--- src/tenbase_t_phy_pkg.sv ---
/*
 * Shared constants and carrier types for the 10 Mb/s twisted-pair PHY core:
 * clock-derived timing counts, link monitor limits and the packed structs of
 * the MAC-side and line-side signal groups.
 * Assumes a single system clock of 40 MHz; all timing counts derive from CLK_MHZ.
 */
package tenbase_t_phy_pkg;

    // system clock
    localparam int unsigned CLK_MHZ        = 40;

    // line bit timing: 100 ns per bit, two half-bit phases
    localparam int unsigned BIT_NS         = 100;
    localparam int unsigned BIT_CYC        = (BIT_NS * CLK_MHZ + 999) / 1000;
    localparam int unsigned HALF_CYC       = BIT_CYC / 2;

    // MAC-side interface clocks, in kHz
    localparam int unsigned MII_CLK_KHZ    = 2500;
    localparam int unsigned SER_CLK_KHZ    = 10000;
    localparam int unsigned MII_DIV_CYC    = CLK_MHZ * 1000 / MII_CLK_KHZ;
    localparam int unsigned SER_DIV_CYC    = CLK_MHZ * 1000 / SER_CLK_KHZ;
    localparam int unsigned DIV_W          = 4;

    // link pulses: one every 16 ms, 100 ns wide
    localparam int unsigned NLP_PERIOD_MS  = 16;
    localparam int unsigned NLP_PERIOD_CYC = NLP_PERIOD_MS * CLK_MHZ * 1000;
    localparam int unsigned NLP_W          = 20;
    localparam int unsigned NLP_WIDTH_NS   = 100;
    localparam int unsigned NLP_WIDTH_CYC  = (NLP_WIDTH_NS * CLK_MHZ + 999) / 1000;
    // longest energy burst still taken as a received link pulse
    localparam int unsigned NLP_MAX_NS     = 300;
    localparam int unsigned NLP_MAX_CYC    = NLP_MAX_NS * CLK_MHZ / 1000;
    localparam int unsigned BURST_W        = 4;
    localparam int unsigned NLP_VALID_CNT  = 7;

    // end-of-packet idle marker held high on the line
    localparam int unsigned IDL_NS         = 200;
    localparam int unsigned IDL_CYC        = (IDL_NS * CLK_MHZ + 999) / 1000;
    localparam int unsigned IDL_W          = 4;

    // link loss after 82 ms of silence, inside the 81..83 ms window
    localparam int unsigned LINK_LOSS_US   = 82000;
    localparam int unsigned LINK_LOSS_CYC  = LINK_LOSS_US * CLK_MHZ;
    localparam int unsigned LOSS_W         = 22;

    // receive clock recovery
    localparam int unsigned LOCK_BITS      = 3;
    localparam int unsigned MID_MIN_CYC    = BIT_CYC - 1;
    localparam int unsigned END_GAP_CYC    = BIT_CYC * 3 / 2 + 1;
    localparam int unsigned GAP_W          = 3;

    typedef struct packed {
        logic       en;
        logic [3:0] data;
    } mac_tx_t;

    typedef struct packed {
        logic       dv;
        logic [3:0] data;
    } mac_rx_t;

    typedef struct packed {
        logic pos;
        logic neg;
        logic drive;
    } line_tx_t;

endpackage : tenbase_t_phy_pkg

--- src/manchester_rx_decoder.sv ---
/*
 * Receive clock recovery and Manchester decoding for the 10 Mb/s line.
 * Assumes lineLvl is already synchronised to clk_sys and that a bit lasts
 * BIT_CYC system clocks; every mid-bit transition re-times the recovery.
 */
module manchester_rx_decoder
    import tenbase_t_phy_pkg::*;
(
    input  wire logic clk_sys,
    input  wire logic rst_n,
    input  wire logic lineLvl,
    output logic      bitStb,
    output logic      bitVal,
    output logic      locked,
    output logic      frameEnd,
    output logic      idlOk
);

    logic             prevLvl_reg;
    logic [GAP_W-1:0] gapCnt_reg;
    logic [1:0]       goodCnt_reg;
    logic [1:0]       goodCnt_next;
    logic             bitStb_reg;
    logic             bitVal_reg;
    logic             locked_reg;
    logic             frameEnd_reg;
    logic             idlOk_reg;

    // a transition far enough from the last mid-bit one is the next mid-bit
    wire edgeSeen = lineLvl ^ prevLvl_reg;
    wire midEdge  = edgeSeen && (gapCnt_reg >= GAP_W'(MID_MIN_CYC));
    // no mid-bit edge for 1.5 bits ends the frame; an idle line never counts
    wire gapOut   = !edgeSeen && (gapCnt_reg == GAP_W'(END_GAP_CYC - 1)) && (goodCnt_reg != 2'h0);

    // consecutive good bits, saturating at the lock threshold
    assign goodCnt_next = gapOut ? 2'h0 :
                          (midEdge && goodCnt_reg != 2'(LOCK_BITS)) ? goodCnt_reg + 2'h1 : goodCnt_reg;

    // recovery state; a one is high first, so the level before the edge is the bit
    always_ff @(posedge clk_sys or negedge rst_n) begin
        if (!rst_n) begin
            prevLvl_reg  <= 1'b0;
            gapCnt_reg   <= GAP_W'(END_GAP_CYC);
            goodCnt_reg  <= 2'h0;
            bitStb_reg   <= 1'b0;
            bitVal_reg   <= 1'b0;
            locked_reg   <= 1'b0;
            frameEnd_reg <= 1'b0;
            idlOk_reg    <= 1'b0;
        end else begin
            prevLvl_reg  <= lineLvl;
            gapCnt_reg   <= midEdge ? GAP_W'(1) :
                            (gapCnt_reg == GAP_W'(END_GAP_CYC)) ? gapCnt_reg : gapCnt_reg + GAP_W'(1);
            goodCnt_reg  <= goodCnt_next;
            bitStb_reg   <= midEdge;
            bitVal_reg   <= midEdge ? prevLvl_reg : bitVal_reg;
            locked_reg   <= (goodCnt_next == 2'(LOCK_BITS));
            frameEnd_reg <= gapOut && locked_reg;
            idlOk_reg    <= gapOut && locked_reg && lineLvl;     // line still high: idle marker
        end
    end

    assign bitStb   = bitStb_reg;
    assign bitVal   = bitVal_reg;
    assign locked   = locked_reg;
    assign frameEnd = frameEnd_reg;
    assign idlOk    = idlOk_reg;

endmodule : manchester_rx_decoder

--- src/tenbase_t_phy_core.sv ---
/*
 * Digital core of a 10 Mb/s twisted-pair PHY: Manchester transmit with idle
 * marker and link pulses, receive decoding, MII nibble or serial MAC side,
 * carrier sense, collision and the link monitor with latching-low status.
 * Assumes the MAC runs on clk_sys and changes transmit inputs away from the
 * cycle in which txClk rises; line receive pins are asynchronous.
 */
module tenbase_t_phy_core
    import tenbase_t_phy_pkg::*;
#(
    parameter int unsigned NLP_PERIOD_CYC_P = NLP_PERIOD_CYC,
    parameter int unsigned LINK_LOSS_CYC_P  = LINK_LOSS_CYC
)(
    input  wire logic                 clk_sys,
    input  wire logic                 rst_n,
    input  wire logic                 serialMode,
    input  wire logic                 fullDuplex,
    input  wire logic                 repeaterMode,
    input  wire logic                 noiseCheckInhibit,
    input  wire logic                 statusRead,
    input  wire tenbase_t_phy_pkg::mac_tx_t  macTx,
    output logic                      txClk,
    output tenbase_t_phy_pkg::mac_rx_t       macRx,
    output logic                      rxClk,
    output logic                      crs,
    output logic                      col,
    output tenbase_t_phy_pkg::line_tx_t      lineTx,
    input  wire logic                 lineRxLvl,
    input  wire logic                 lineRxAct,
    output logic                      linkValid,
    output logic                      linkStatusBasic,
    output logic                      linkStatusFast
);

    typedef enum logic [1:0] {TX_IDLE, TX_DATA, TX_IDL} tx_state_t;
    typedef enum logic [1:0] {LINK_FAIL, LINK_HOLD, LINK_OK} link_state_t;

    // last count of the interface clock divider for the selected interface
    function automatic logic [DIV_W-1:0] divLast(input logic ser);
        divLast = ser ? DIV_W'(SER_DIV_CYC - 1) : DIV_W'(MII_DIV_CYC - 1);
    endfunction : divLast

    // half period of the selected interface clock
    function automatic logic [DIV_W-1:0] divHalf(input logic ser);
        divHalf = ser ? DIV_W'(SER_DIV_CYC / 2) : DIV_W'(MII_DIV_CYC / 2);
    endfunction : divHalf

    tx_state_t         txState_reg;
    tx_state_t         txState_next;
    logic [DIV_W-1:0]  txDiv_reg;
    logic              txClk_reg;
    logic              serPrev_reg;
    logic [3:0]        txShift_reg;
    logic [IDL_W-1:0]  idlCnt_reg;
    logic [NLP_W-1:0]  nlpTimer_reg;
    line_tx_t          lineTx_reg;
    logic [1:0]        syncA_reg;
    logic [1:0]        syncB_reg;
    logic              actPrev_reg;
    logic [BURST_W-1:0] burst_reg;
    logic              bitStb;
    logic              bitVal;
    logic              rxLocked;
    logic              frameEnd;
    logic              idlOk;
    logic [3:0]        rxShift_reg;
    logic [1:0]        rxBitCnt_reg;
    mac_rx_t           macRx_reg;
    logic              rxClk_reg;
    logic [DIV_W-1:0]  rxLow_reg;
    link_state_t       link_reg;
    link_state_t       link_next;
    logic [2:0]        nlpCnt_reg;
    logic [LOSS_W-1:0] lossCnt_reg;
    logic              statusLatch_reg;
    logic              statusLatch_next;
    logic              crs_reg;
    logic              col_reg;

    // transmit divider: interface clock edge and bit phase
    // a mode change restarts the divider so no short high phase reaches the MAC
    wire              modeChg  = serialMode ^ serPrev_reg;
    wire              divWrap  = (txDiv_reg == divLast(serialMode));
    wire [DIV_W-1:0]  txDivNx  = (divWrap || modeChg) ? DIV_W'(0) : txDiv_reg + DIV_W'(1);
    wire              txSample = (txDiv_reg == DIV_W'(0));
    // bit position counts from the capture edge, so bit0 gets all four phases
    wire [DIV_W-1:0]  txPos    = txDiv_reg - DIV_W'(1);
    wire [1:0]        bitPhase = txPos[1:0];
    wire [1:0]        bitIdx   = serialMode ? 2'h0 : txPos[3:2];
    wire              curBit   = txShift_reg[bitIdx];
    wire              firstHalf = (bitPhase < 2'(HALF_CYC));
    wire              txBusy   = (txState_reg != TX_IDLE);

    // transmit sequencing: data, then the idle marker, then idle
    always_comb begin
        txState_next = txState_reg;
        case (txState_reg)
            TX_IDLE: if (txSample && macTx.en) txState_next = TX_DATA;
            TX_DATA: if (txSample && !macTx.en) txState_next = TX_IDL;
            TX_IDL:  if (idlCnt_reg == IDL_W'(IDL_CYC - 1)) txState_next = TX_IDLE;
            default: txState_next = TX_IDLE;
        endcase
    end

    // line level for the coming cycle
    wire nlpNow   = (txState_reg == TX_IDLE) && (nlpTimer_reg < NLP_W'(NLP_WIDTH_CYC));
    wire dataLvl  = firstHalf ? curBit : !curBit;
    wire txLevel  = (txState_reg == TX_DATA) ? dataLvl : 1'b1;
    wire txDrive  = (txState_reg != TX_IDLE) || nlpNow;

    // interface clock and nibble/serial capture at its rising edge
    always_ff @(posedge clk_sys or negedge rst_n) begin
        if (!rst_n) begin
            txDiv_reg   <= DIV_W'(MII_DIV_CYC - 1);
            txClk_reg   <= 1'b0;
            txShift_reg <= 4'h0;
            txState_reg <= TX_IDLE;
            serPrev_reg <= 1'b0;
        end else begin
            txDiv_reg   <= txDivNx;
            serPrev_reg <= serialMode;
            txClk_reg   <= (txDivNx < divHalf(serialMode));
            txState_reg <= txState_next;
            if (txSample && macTx.en) begin
                txShift_reg <= serialMode ? {3'h0, macTx.data[0]} : macTx.data;
            end
        end
    end

    // idle marker length and link pulse period; pulses restart after a frame
    always_ff @(posedge clk_sys or negedge rst_n) begin
        if (!rst_n) begin
            idlCnt_reg   <= IDL_W'(0);
            nlpTimer_reg <= NLP_W'(0);
        end else begin
            idlCnt_reg   <= (txState_reg == TX_IDL) ? idlCnt_reg + IDL_W'(1) : IDL_W'(0);
            if (txBusy || nlpTimer_reg == NLP_W'(NLP_PERIOD_CYC_P - 1)) begin
                nlpTimer_reg <= NLP_W'(0);
            end else begin
                nlpTimer_reg <= nlpTimer_reg + NLP_W'(1);
            end
        end
    end

    // differential line drive, registered so the pins never glitch
    always_ff @(posedge clk_sys or negedge rst_n) begin
        if (!rst_n) begin
            lineTx_reg <= '0;
        end else begin
            lineTx_reg.pos   <= txDrive && txLevel;
            lineTx_reg.neg   <= txDrive && !txLevel;
            lineTx_reg.drive <= txDrive;
        end
    end

    // two-stage synchronisers for the receive level and energy detect
    wire [1:0] rxPins = {lineRxAct, lineRxLvl};
    genvar gi;
    generate
        for (gi = 0; gi < 2; gi++) begin : g_sync
            always_ff @(posedge clk_sys or negedge rst_n) begin
                if (!rst_n) begin
                    syncA_reg[gi] <= 1'b0;
                    syncB_reg[gi] <= 1'b0;
                end else begin
                    syncA_reg[gi] <= rxPins[gi];
                    syncB_reg[gi] <= syncA_reg[gi];
                end
            end
        end
    endgenerate

    wire rxLvl = syncB_reg[0];
    wire rxAct = syncB_reg[1];

    manchester_rx_decoder u_decoder (
        .clk_sys  (clk_sys),
        .rst_n    (rst_n),
        .lineLvl  (rxLvl),
        .bitStb   (bitStb),
        .bitVal   (bitVal),
        .locked   (rxLocked),
        .frameEnd (frameEnd),
        .idlOk    (idlOk)
    );

    // a short energy burst without lock is a received link pulse
    wire actFall = actPrev_reg && !rxAct;
    wire nlpSeen = actFall && !rxLocked && (burst_reg <= BURST_W'(NLP_MAX_CYC));

    always_ff @(posedge clk_sys or negedge rst_n) begin
        if (!rst_n) begin
            actPrev_reg <= 1'b0;
            burst_reg   <= BURST_W'(0);
        end else begin
            actPrev_reg <= rxAct;
            if (!rxAct) begin
                burst_reg <= BURST_W'(0);
            end else if (burst_reg != {BURST_W{1'b1}}) begin
                burst_reg <= burst_reg + BURST_W'(1);
            end
        end
    end

    // receive assembly; the idle marker has no mid-bit edges, so it never
    // produces bits and is stripped here
    wire rxStb = bitStb && rxLocked && (serialMode || rxBitCnt_reg == 2'h3);

    always_ff @(posedge clk_sys or negedge rst_n) begin
        if (!rst_n) begin
            rxShift_reg  <= 4'h0;
            rxBitCnt_reg <= 2'h0;
            macRx_reg    <= '0;
        end else begin
            if (!rxLocked) begin
                rxBitCnt_reg <= 2'h0;
                macRx_reg.dv <= 1'b0;
            end else if (bitStb) begin
                rxShift_reg  <= {bitVal, rxShift_reg[3:1]};
                rxBitCnt_reg <= rxBitCnt_reg + 2'h1;
            end
            if (rxStb) begin
                macRx_reg.dv   <= 1'b1;
                macRx_reg.data <= serialMode ? {3'h0, bitVal} : {bitVal, rxShift_reg[3:1]};
            end
        end
    end

    // recovered receive clock: falls with new data, rises mid-way for the MAC
    always_ff @(posedge clk_sys or negedge rst_n) begin
        if (!rst_n) begin
            rxClk_reg <= 1'b1;
            rxLow_reg <= DIV_W'(0);
        end else if (rxStb) begin
            rxClk_reg <= 1'b0;
            rxLow_reg <= divHalf(serialMode) - DIV_W'(1);
        end else if (rxLow_reg != DIV_W'(0)) begin
            rxLow_reg <= rxLow_reg - DIV_W'(1);
        end else begin
            rxClk_reg <= 1'b1;
        end
    end

    // link monitor; a frame counts when the noise check is off or it ended in the idle marker
    wire goodEnd  = frameEnd && (noiseCheckInhibit || idlOk);
    wire lossDone = (lossCnt_reg == LOSS_W'(LINK_LOSS_CYC_P - 1));

    always_comb begin
        link_next = link_reg;
        case (link_reg)
            LINK_FAIL: begin
                if (nlpSeen && nlpCnt_reg == 3'(NLP_VALID_CNT)) link_next = LINK_OK;
                else if (rxLocked) link_next = LINK_HOLD;
            end
            LINK_HOLD: if (frameEnd) link_next = goodEnd ? LINK_OK : LINK_FAIL;
            LINK_OK:   if (lossDone && !nlpSeen && !goodEnd) link_next = LINK_FAIL;
            default:   link_next = LINK_FAIL;
        endcase
    end

    wire linkDrop = (link_reg == LINK_OK) && (link_next != LINK_OK);

    // a drop clears the latch and wins over a read in the same cycle
    assign statusLatch_next = linkDrop   ? 1'b0 :
                              statusRead ? (link_reg == LINK_OK) :
                              statusLatch_reg;

    always_ff @(posedge clk_sys or negedge rst_n) begin
        if (!rst_n) begin
            link_reg        <= LINK_FAIL;
            nlpCnt_reg      <= 3'h0;
            lossCnt_reg     <= LOSS_W'(0);
            statusLatch_reg <= 1'b0;
        end else begin
            link_reg        <= link_next;
            nlpCnt_reg      <= (link_reg != LINK_FAIL) ? 3'h0 : nlpCnt_reg + {2'h0, nlpSeen};
            lossCnt_reg     <= (link_reg != LINK_OK || nlpSeen || goodEnd) ? LOSS_W'(0)
                             : lossCnt_reg + LOSS_W'(1);
            statusLatch_reg <= statusLatch_next;
        end
    end

    // carrier and collision; own link pulses never raise either
    wire crsNext = (fullDuplex || repeaterMode) ? rxLocked : (rxLocked || txBusy);
    wire colNext = !fullDuplex && txBusy && rxLocked;

    always_ff @(posedge clk_sys or negedge rst_n) begin
        if (!rst_n) begin
            crs_reg <= 1'b0;
            col_reg <= 1'b0;
        end else begin
            crs_reg <= crsNext;
            col_reg <= colNext;
        end
    end

    assign txClk           = txClk_reg;
    assign macRx           = macRx_reg;
    assign rxClk           = rxClk_reg;
    assign crs             = crs_reg;
    assign col             = col_reg;
    assign lineTx          = lineTx_reg;
    assign linkValid       = (link_reg == LINK_OK);
    assign linkStatusBasic = statusLatch_reg;
    assign linkStatusFast  = statusLatch_reg;

    // checks
    a_one_halves: assert property (@(posedge clk_sys) disable iff (!rst_n)
        (txState_reg == TX_DATA && bitPhase == 2'h0 && curBit && txState_next == TX_DATA)
        |=> lineTx.pos ##2 lineTx.neg)
        else $error("one not sent high then low");

    a_zero_halves: assert property (@(posedge clk_sys) disable iff (!rst_n)
        (txState_reg == TX_DATA && bitPhase == 2'h0 && !curBit && txState_next == TX_DATA)
        |=> lineTx.neg ##2 lineTx.pos)
        else $error("zero not sent low then high");

    a_serial_clock: assert property (@(posedge clk_sys) disable iff (!rst_n)
        ($rose(txClk) && serialMode) ##1 serialMode[*4] |-> $rose(txClk))
        else $error("serial clock period wrong");

    a_nibble_clock: assert property (@(posedge clk_sys) disable iff (!rst_n)
        ($rose(txClk) && !serialMode) ##1 (!serialMode)[*7] |-> txClk)
        else $error("nibble clock high time wrong");

    a_pulse_start: assert property (@(posedge clk_sys) disable iff (!rst_n)
        (txState_reg == TX_IDLE && nlpTimer_reg == NLP_W'(0) && !macTx.en)
        |=> lineTx.drive && lineTx.pos)
        else $error("link pulse not started");

    a_valid_locked: assert property (@(posedge clk_sys) disable iff (!rst_n)
        $rose(macRx.dv) |-> $past(rxLocked))
        else $error("data handed over without lock");

    a_hold_waits: assert property (@(posedge clk_sys) disable iff (!rst_n)
        (link_reg == LINK_HOLD && !frameEnd) |=> !linkValid)
        else $error("link valid before packet end");

    a_latch_no_rise: assert property (@(posedge clk_sys) disable iff (!rst_n)
        (!statusRead && !linkStatusBasic) |=> !linkStatusFast)
        else $error("latched status rose without a read");

    a_read_reload: assert property (@(posedge clk_sys) disable iff (!rst_n)
        (statusRead && linkValid && !linkDrop) |=> linkStatusBasic)
        else $error("read did not reload status");

    a_loss_drop: assert property (@(posedge clk_sys) disable iff (!rst_n)
        (linkValid && lossDone && !nlpSeen && !goodEnd) |=> !linkValid ##1 !linkStatusBasic)
        else $error("silent link not dropped");

    a_full_no_col: assert property (@(posedge clk_sys) disable iff (!rst_n)
        fullDuplex ##1 fullDuplex |-> !col)
        else $error("collision in full duplex");

    a_half_crs: assert property (@(posedge clk_sys) disable iff (!rst_n)
        (txBusy && !fullDuplex && !repeaterMode) |=> crs)
        else $error("carrier missing while sending");

endmodule : tenbase_t_phy_core

--- config.mk ---
export PLATFORM = sky130hd
export DESIGN_NAME = tenbase_t_phy_core
export DESIGN_NICKNAME = d
export VERILOG_FILES = /design/src/tenbase_t_phy_pkg.sv /design/src/manchester_rx_decoder.sv /design/src/tenbase_t_phy_core.sv
export SDC_FILE = /design/constraint.sdc
export NUM_CORES = 1
export LEC_CHECK = 0
export CAP_MARGIN = 20
export CORE_MARGIN = 3
export CORE_UTILIZATION = 35
export DETAILED_ROUTE_END_ITERATION = 6
export DONT_BUFFER_PORTS = 1
export GPL_TIMING_DRIVEN = 1
export MAX_ROUTING_LAYER = met4
export PLACE_DENSITY = 0.58
export SKIP_CTS_REPAIR_TIMING = 1
export SLEW_MARGIN = 5
export SYNTH_ARGS = -nofsm -noshare
export SYNTH_HDL_FRONTEND = slang
export SYNTH_SLANG_ARGS = --single-unit
--- constraint.sdc ---
create_clock -name clk_sys -period 2.6 [get_ports clk_sys]
set_input_delay 0.65 -clock clk_sys [delete_from_list [all_inputs] [get_ports clk_sys]]
set_output_delay 0.65 -clock clk_sys [all_outputs]
set_load 0.01 [all_outputs]
After elaboration in Yosys (flattened, before gate mapping). Cells that the tools add are included.

Reduce and logical (&&, ||, !) cells: 52. Add/subtract/negate cells: 12. Magnitude comparators: 6. Equal/unequal tests: 25. Bitwise gates (word level): 2. Muxes and demuxes: 41.

Operators by type and width (number): two-way mux 4 bit (10); two-way mux 2 bit (13); logical AND 1 bit (23); adder 22 x 1 -> 22 bit (second input constant) (1); equality test 22 bit (second input constant) (1); two-way mux 22 bit (1); adder 20 x 1 -> 20 bit (second input constant) (1); equality test 20 bit (second input constant) (1); less-than comparator 20 x 3 -> 1 bit (second input constant) (1); two-way mux 20 bit (1); inequality test 2 bit (second input constant) (8); adder 4 x 1 -> 4 bit (second input constant) (3); case mux 2 bit (3 select lines) (2); subtractor 4 x 1 -> 4 bit (second input constant) (3); nonzero test 2 bit (5); equality test 3 bit (second input constant) (3); zero test 1 bit (9); logical OR 1 bit (9); two-way mux 1 bit (9); two-way mux 3 bit (3); equality test 2 bit (second input constant) (4); inequality test 2 x 1 -> 1 bit (second input constant) (3); two-way mux 5 bit (1); adder 2 x 1 -> 2 bit (second input constant) (2); 18 further kinds (21).

Flip-flop bits (word level): 105. Word-level logic and storage cells: 174. Bits of input ports: 14. Output and inout port bits: 15.

Logic depth before layout (Yosys ltp). Gate-level depths: netlist of run 1.

Word-level depth: 12. Depth in mapped cells: 8. Gate-level depth less buffers: 8.

By module. A second synthesis of run 1 with hierarchy kept.

Cell total of the unflattened synthesis: 467. Area total of the unflattened synthesis: 4828.4 µm².

Modules (own cells, without submodules): tenbase_t_phy_core (sequential area each 2333.5 µm², instances 1, cells an instance 418, area an instance 4272.8 µm²); manchester_rx_decoder (sequential area each 279.0 µm², instances 1, cells an instance 49, area an instance 555.5 µm²).

Worst setup path after synthesis of run 1. No wires, ideal clock.

Path type: input-to-reg. Start point: input serialMode. End point: register rxLow_reg[1]. Required time: 2.523 ns. Buffers on the path: 2. Setup time: 0.077 ns. Stages on the path: 6. Setup slack: 0.530 ns. Data arrival time: 1.992 ns. Cells stage by stage: clkbuf_1 -> o211ai_1 -> clkbuf_1 -> nand2_1 -> ha_1 -> a21oi_1.

Cells in the longest elaborated chain, start to end: 3. Elaborated cells on any way between the ends: 6. Those cells by class: 1 x add/sub; 2 x mux; 3 x reduce/logical.

RTL lines: start: declaration (line tenbase_t_phy_core.sv:16) `input wire logic serialMode,`; two-way mux 4 bit / logical OR 1 bit (equally long branches) (line tenbase_t_phy_core.sv:45, tenbase_t_phy_core.sv:207); subtractor 4 x 1 -> 4 bit / logical AND 1 bit (equally long branches) (line tenbase_t_phy_core.sv:236, tenbase_t_phy_core.sv:207); two-way mux 4 bit / nonzero test 2 bit (equally long branches); end signal: assignment (line tenbase_t_phy_core.sv:236) `rxLow_reg <= divHalf(serialMode) - DIV_W'(1);`; end signal: assignment (line tenbase_t_phy_core.sv:238) `rxLow_reg <= rxLow_reg - DIV_W'(1);`; end: declaration (line tenbase_t_phy_core.sv:70) `logic [DIV_W-1:0] rxLow_reg;`.

Several ways; a longest one is shown, not always the timed one. A chain may end at the register's enable or synchronous reset.

Final worst setup path of run 1.
Start point: register txDiv_reg[0]. End point: register txClk_reg, in the netlist txClk.

Cells in the longest elaborated chain, start to end: 4. Elaborated cells on any way between the ends: 5. Those cells by class: 1 x add/sub; 1 x order compare; 1 x eq/ne; 1 x mux; 1 x reduce/logical.

RTL lines: start: declaration (line tenbase_t_phy_core.sv:50) `logic [DIV_W-1:0] txDiv_reg;`; start signal: assignment (line tenbase_t_phy_core.sv:114) `txDiv_reg <= DIV_W'(MII_DIV_CYC - 1);`; start signal: assignment (line tenbase_t_phy_core.sv:120) `txDiv_reg <= txDivNx;`; branches (longest 2 deep; another with adder 4 x 1 -> 4 bit); two-way mux 4 bit (*) (line tenbase_t_phy_core.sv:84) `wire [DIV_W-1:0] txDivNx = (divWrap || modeChg) ? DIV_W'(0) : txDiv_reg + DIV_W'(1);`; via txDivNx[3] (line tenbase_t_phy_core.sv:84); less-than comparator 4 bit (*) (line tenbase_t_phy_core.sv:122) `txClk_reg <= (txDivNx < divHalf(serialMode));`; end signal: assignment (line tenbase_t_phy_core.sv:122); end: declaration (line tenbase_t_phy_core.sv:51) `logic txClk_reg;`.

Mark *: on every way through the listed nets, which the timed path passes.

==> results of run 1 <==
## metrics by stage
step           hold slack [ps]  instance area (um2)  instances   util
5_1_grt                  -17.1                 5270        643  0.408
3_5_place_dp               335                 4960        625  0.384
4_1_cts                  -18.0                 5270        641  0.407
2_1_floorplan              331                 4750        456      -
6_report                  7.05                 5270        643  0.408
3_3_place_gp               337                 4960        625  0.384
## routing by layer
| layer | up-vias | routed length (um) | part of all wire |
|---|---|---|---|
| met5 | - | 0 | 0 |
| met4 | 0 | 144 | 0.017 |
| met3 | 10 | 335 | 0.039 |
| met2 | 30 | 4140 | 0.48 |
| met1 | 1552 | 3970 | 0.46 |
| li1 | 1570 | - | - |
## final timing paths
kind	startpoint	end	slack, ps	cells after the start
max in group asynchronous	rst_n	rxClk	2360	0
worst min register to register	syncA_reg[0]	rxLvl	350	0
min in group clk_sys	serialMode	serPrev_reg	320	0
worst min-delay path	rst_n	idlCnt_reg[2]	7	0
worst max register to register	txDiv_reg[0]	txClk	420	7
worst max-delay path	txDiv_reg[0]	txClk	420	7
## where the power goes
| part | internal (mW) | switching, mW | total, mW |
|---|---|---|---|
| Combinational | 0.390 | 0.506 | 0.896 |
| Sequential | 1.93 | 0.318 | 2.25 |
| Clock | 0.801 | 0.587 | 1.39 |
| Total | 3.13 | 1.41 | 4.54 |
## layout by cell type, fill, tap and decap left out, types with 2 or more instances in the layout
cell / n
nand2b_1: 2
mux2_2: 4
a21oi_1: 8
nor3_1: 10
o31ai_1: 3
mux2i_1: 6
nand3_1: 25
and2_1: 3
dfrtp_1: 96
xor2_1: 21
nor4_1: 8
nand4_1: 4
clkbuf_8: 2
inv_1: 21
nand4b_1: 2
or3_1: 3
o2111ai_1: 2
nor2_1: 74
dfstp_2: 8
a31oi_1: 3
and3_1: 10
a211oi_1: 4
nand2_1: 43
buf_4: 4
clkbuf_16: 9
diode_2: 2
nor2b_1: 4
o21ai_0: 18
or4_1: 3
ha_1: 18
nor4b_1: 2
xnor2_1: 27
## kinds of logic (layout without fill, tap and decap cells)
kind of cell               Yosys count  count (layout)  synth area share
DFF                                104             104             0.550
AOI/OAI and AO/OA                   48              48            0.0695
buffers and inverters               29              42            0.0255
xor gates and xnor gates            48              48            0.0885
other                                0               2                 0
muxes                               10              10            0.0221
adders and majority gates           18              18            0.0474
and+or+nand+nor                    199             199             0.197
## area by class of cell
class                   instances  area share
flip-flops and latches        104       0.496
multi-input cells             323       0.383
clock buffers                  12      0.0487
well taps                     172      0.0408
inverters                      22      0.0157
clock inverters                 4     0.00973
repair buffers                  4     0.00570
diodes                          2    0.000949
## worst max-delay path: stages (launching register included)
cell,delay (ps)
dfstp_2,580
ha_1,210
or3b_1,360
a31oi_1,340
nor2_1,130
ha_1,290
o31ai_1,50
nor2b_1,130
==> results.yml, run 1 <==
outcome:
  status: "complete, no violations"
synth:
  synthesis.nets: 488
  yosysTopAreaCellShare: 0.506
  synth_seq_area_share: 0.550
  syn-cell-area_um2: 4750
  synth-main-ff-cell: "dfrtp_1"
  post_synth.cell_area_avg_um2: 10.4
  async_flop_share: 1.00
  synth_largest_area_cell: "dfrtp_1"
  yosysWarnings: 0
  synth_edf_count: 0
  synth_common_cells: "dfrtp_1 (96), nor2_1 (74), nand2_1 (43)"
  yosys-top-cells-area: "dfrtp_1 (51%), nor2_1 (5.8%), xnor2_1 (5.0%)"
  synth.most_common_cell: "dfrtp_1"
  syn-instance-count: 456
  ys_seq_elements: 104
  ys_types: 49
place:
  dp_slack_ps: 416
  hpwlAfterDp_um: 5930
  io_buffers: 0
  globalplace.congestion: 0.771
routing:
  drt-total-wl_um: 8590
  ant_nets: 0
  drt_iter0_drc: 140
  routedWlPerCell_um: 13.4
  drt-vias-per-instance: 4.92
  drt_pass1_iterations: 4
  drcViolationCount: 0
  via_count: 3162
clocking:
  clock_latency_ps: 350
  cts_tree: "built"
  clk_path_buf_depth: 2
  numCtsBuffers: 9
  cts_root_buffer: "clkbuf_16"
  clk_pin_slew_ps: 70
  cts-htree-levels: 3
  clock_sinks: 104
layout:
  fillers: 1285
  area_growth_pct: 10.9
  layout.area.seq_um2: 2610
  final_nets: 496
  largest_reg_flops: 22
  multiInputGateArea_um2: 2020
  drive_above_1_share: 0.0810
sta:
  slew_headroom: 0.537
  fin_crit_sh: 0.840
  grt_setup_unrepaired: "no"
  setup_slack_ps: 416
  period_minus_slack_ps: 2180
  setup_tns_ps: 0
  slew_violations: 0
  fin_skew_ps: 8.62
  worst_pin_slew_ps: 693
  max_freq_mhz: 458
  final-hold-violation-count: 0
  finalSetupViolCount: 0
worst_setup_path:
  critPathMaxFanout: 6
  arrival_ps: 2430
  end_kind: "flop"
  worstSetupPathType: "flop to flop"
  cp-start-kind: "flop"
  critPathRequiredTime_ps: 2850
job:
  maxCapViolCount: 0
floorplan:
  start_util: 0.368
  rows: 41
  die_w_um: 123
  io_pins: 29
  dieArea_um2: 15000
  die_y_um: 123
  design.core.area_um2: 12900
global_route:
  grt_pass1_vias: 3226
  antenna_found_initial: 2
  grt_max_degree: 105
  top_usage_layer: "met2"
  grt_pass1_wl_um: 15100
  gr-usage-met2: 0.209
  grt_usage: 0.131
  gr-total-overflow: 0
  grt_use_met1: 0.159
  use_met3: 0.0415
power_and_ir_drop:
  total_power_mw: 4.54
  irDropWorstVdd_uv: 487
  powerDensity_nw_per_um2: 860
  p_leak_nw: 2.33
hold_path:
  hold_class: "input port to async pin"
Power figures use the tool's default switching activity.
==> run 2: changes to the inputs <==
- PLACE_DENSITY: 0.58 -> 0.6
- clock period: 2.6 -> 2 ns (I/O delays scaled with it)
==> run 2 against run 1 <==
  * The flow now finishes with violations (hold timing, setup timing)
  * Wire length increased by 5.4%
  * Sequential power increased by 30%
  * Design area increased by 4.3%
  * Global-route usage increased by 0.17 points
  * Power increased by 32%
  * Combinational power increased by 46%
  * Utilization increased by 1.8 points
  * Critical path type unchanged
  * Largest power group unchanged
  * Highest routed layer unchanged
==> results.yml, run 2 (same netlist as run 1, synthesis figures left out) <==
routing:
  drt_iter0_drc: 215
  ant_nets: 0
  via_count: 3277
  drt-vias-per-instance: 4.96
  routedWlPerCell_um: 13.7
  drt_pass1_iterations: 4
  drt-total-wl_um: 9060
  drcViolationCount: 0
sta:
  slew_headroom: 0.728
  max_freq_mhz: 497
  grt_setup_unrepaired: "yes"
  period_minus_slack_ps: 2010
  fin_crit_sh: 1.01
  fin_skew_ps: 4.99
  hold_ws_ps: -146
  slew_violations: 0
  finalSetupViolCount: 1
  final-hold-violation-count: 96
  worst_pin_slew_ps: 405
  setup_slack_ps: -12.9
clocking:
  clk_pin_slew_ps: 70
  numCtsBuffers: 9
  clock_latency_ps: 350
  cts-htree-levels: 3
  cts_root_buffer: "clkbuf_16"
  cts_tree: "built"
  clock_sinks: 104
  clk_path_buf_depth: 2
worst_setup_path:
  cp-start-kind: "flop"
  worstRegToRegCells: 5
  r2r_end: "lineTx[2]"
  critPathMaxFanout: 6
  worstSetupPathType: "flop to flop"
  cp-startpoint: "txDiv_reg[0]"
  regToRegSetupSlack_ps: -10
  r2r-start: "txDiv_reg[0]"
  critPathRequiredTime_ps: 2240
  end_kind: "flop"
  arrival_ps: 2250
layout:
  drive_above_1_share: 0.145
  final_cell_mix: "dfrtp_1 (96), nor2_1 (72), nand2_1 (43)"
  layout.area.seq_um2: 2610
  fin_cells: 661
  fillers: 1292
  fin_util: 0.425
  multiInputGateArea_um2: 2110
  final_nets: 515
  final_common_cell: "dfrtp_1"
  area_growth_pct: 15.7
  largest_reg_flops: 22
floorplan:
  die_y_um: 123
  rows: 41
  io_pins: 29
  die_w_um: 123
  start_util: 0.368
  dieArea_um2: 15000
  design.core.area_um2: 12900
job:
  maxCapViolCount: 0
hold_path:
  hold_class: "input port to async pin"
outcome:
  status: "complete, but fails checks"
  violations: "hold timing, setup timing"
place:
  io_buffers: 0
  hpwlAfterDp_um: 6360
  globalplace.congestion: 0.775
  dp_cells: 640
  dp_slack_ps: -12.6
global_route:
  grt_pass1_vias: 3350
  grt_max_degree: 105
  gr-total-overflow: 0
  grt_pass1_wl_um: 15500
  grt_usage: 0.133
  antenna_found_initial: 1
power_and_ir_drop:
  powerDensity_nw_per_um2: 1090
  p_leak_nw: 2.43
  irDropWorstVdd_uv: 491
==> run 2: changes by cell type in the layout (fill, tap and decap cells not counted), sizes merged <==
| cell | delta |
|---|---|
| clkinvlp | -1 |
| clkinv | +1 |
| diode | -1 |
| bufinv | -1 |
| buf | +19 |
| clkbuf | -2 |
| inv | +3 |
==> run 2: power by group <==
part / switching (mW) / internal (mW) / total (mW)
registers: 0.414 / 2.51 / 2.93
logic: 0.712 / 0.597 / 1.31
clock network: 0.828 / 0.910 / 1.74
total: 1.95 / 4.02 / 5.97
==> run 2: worst max path at each step <==
stage	end	slack [ps]
3_5_place_dp	txClk	-10
3_3_place_gp	txClk	60
5_1_grt	lineTx[2]	-50
6_report	lineTx[2]	-10
4_1_cts	txClk	-30
2_1_floorplan	txClk	20
==> run 2: per-stage QoR <==
stage                     TNS, ps  power (mW)  cell area (um2)
after floorplan                 0        3.81             4760
after global placement          0        4.17             5080
after detailed placement    -12.6        4.24             5080
after CTS                   -32.8        6.01             5380
after global routing        -76.0        6.42             5500
final                       -12.9        5.97             5500
==> run 2: layer usage <==
metal / vias to the layer above / part of all wire / global-route usage / wire (um)
li1: 1618 / - / - / -
met1: 1619 / 0.45 / 0.153 / 4070
met2: 32 / 0.50 / 0.222 / 4500
met3: 8 / 0.042 / 0.0452 / 382
met4: 0 / 0.012 / 0.0364 / 110
met5: - / 0 / - / 0
==> run 2: worst max-delay path, stage by stage, from the launching register on <==
cell and delay (ps):
dfstp_2 420, or4_4 550, a21oi_2 170, a211oi_2 50, or4_1 540, and3_1 160
==> run 2: area by class of cell <==
class                           count  share of cell area
Timing Repair Buffer               23              0.0314
Clock inverter                      6              0.0109
Sequential cell                   104               0.475
Antenna cell                        1            0.000455
Multi-Input combinational cell    323               0.385
Tap cell                          172              0.0391
Clock buffer                       10              0.0435
Inverter                           22              0.0150
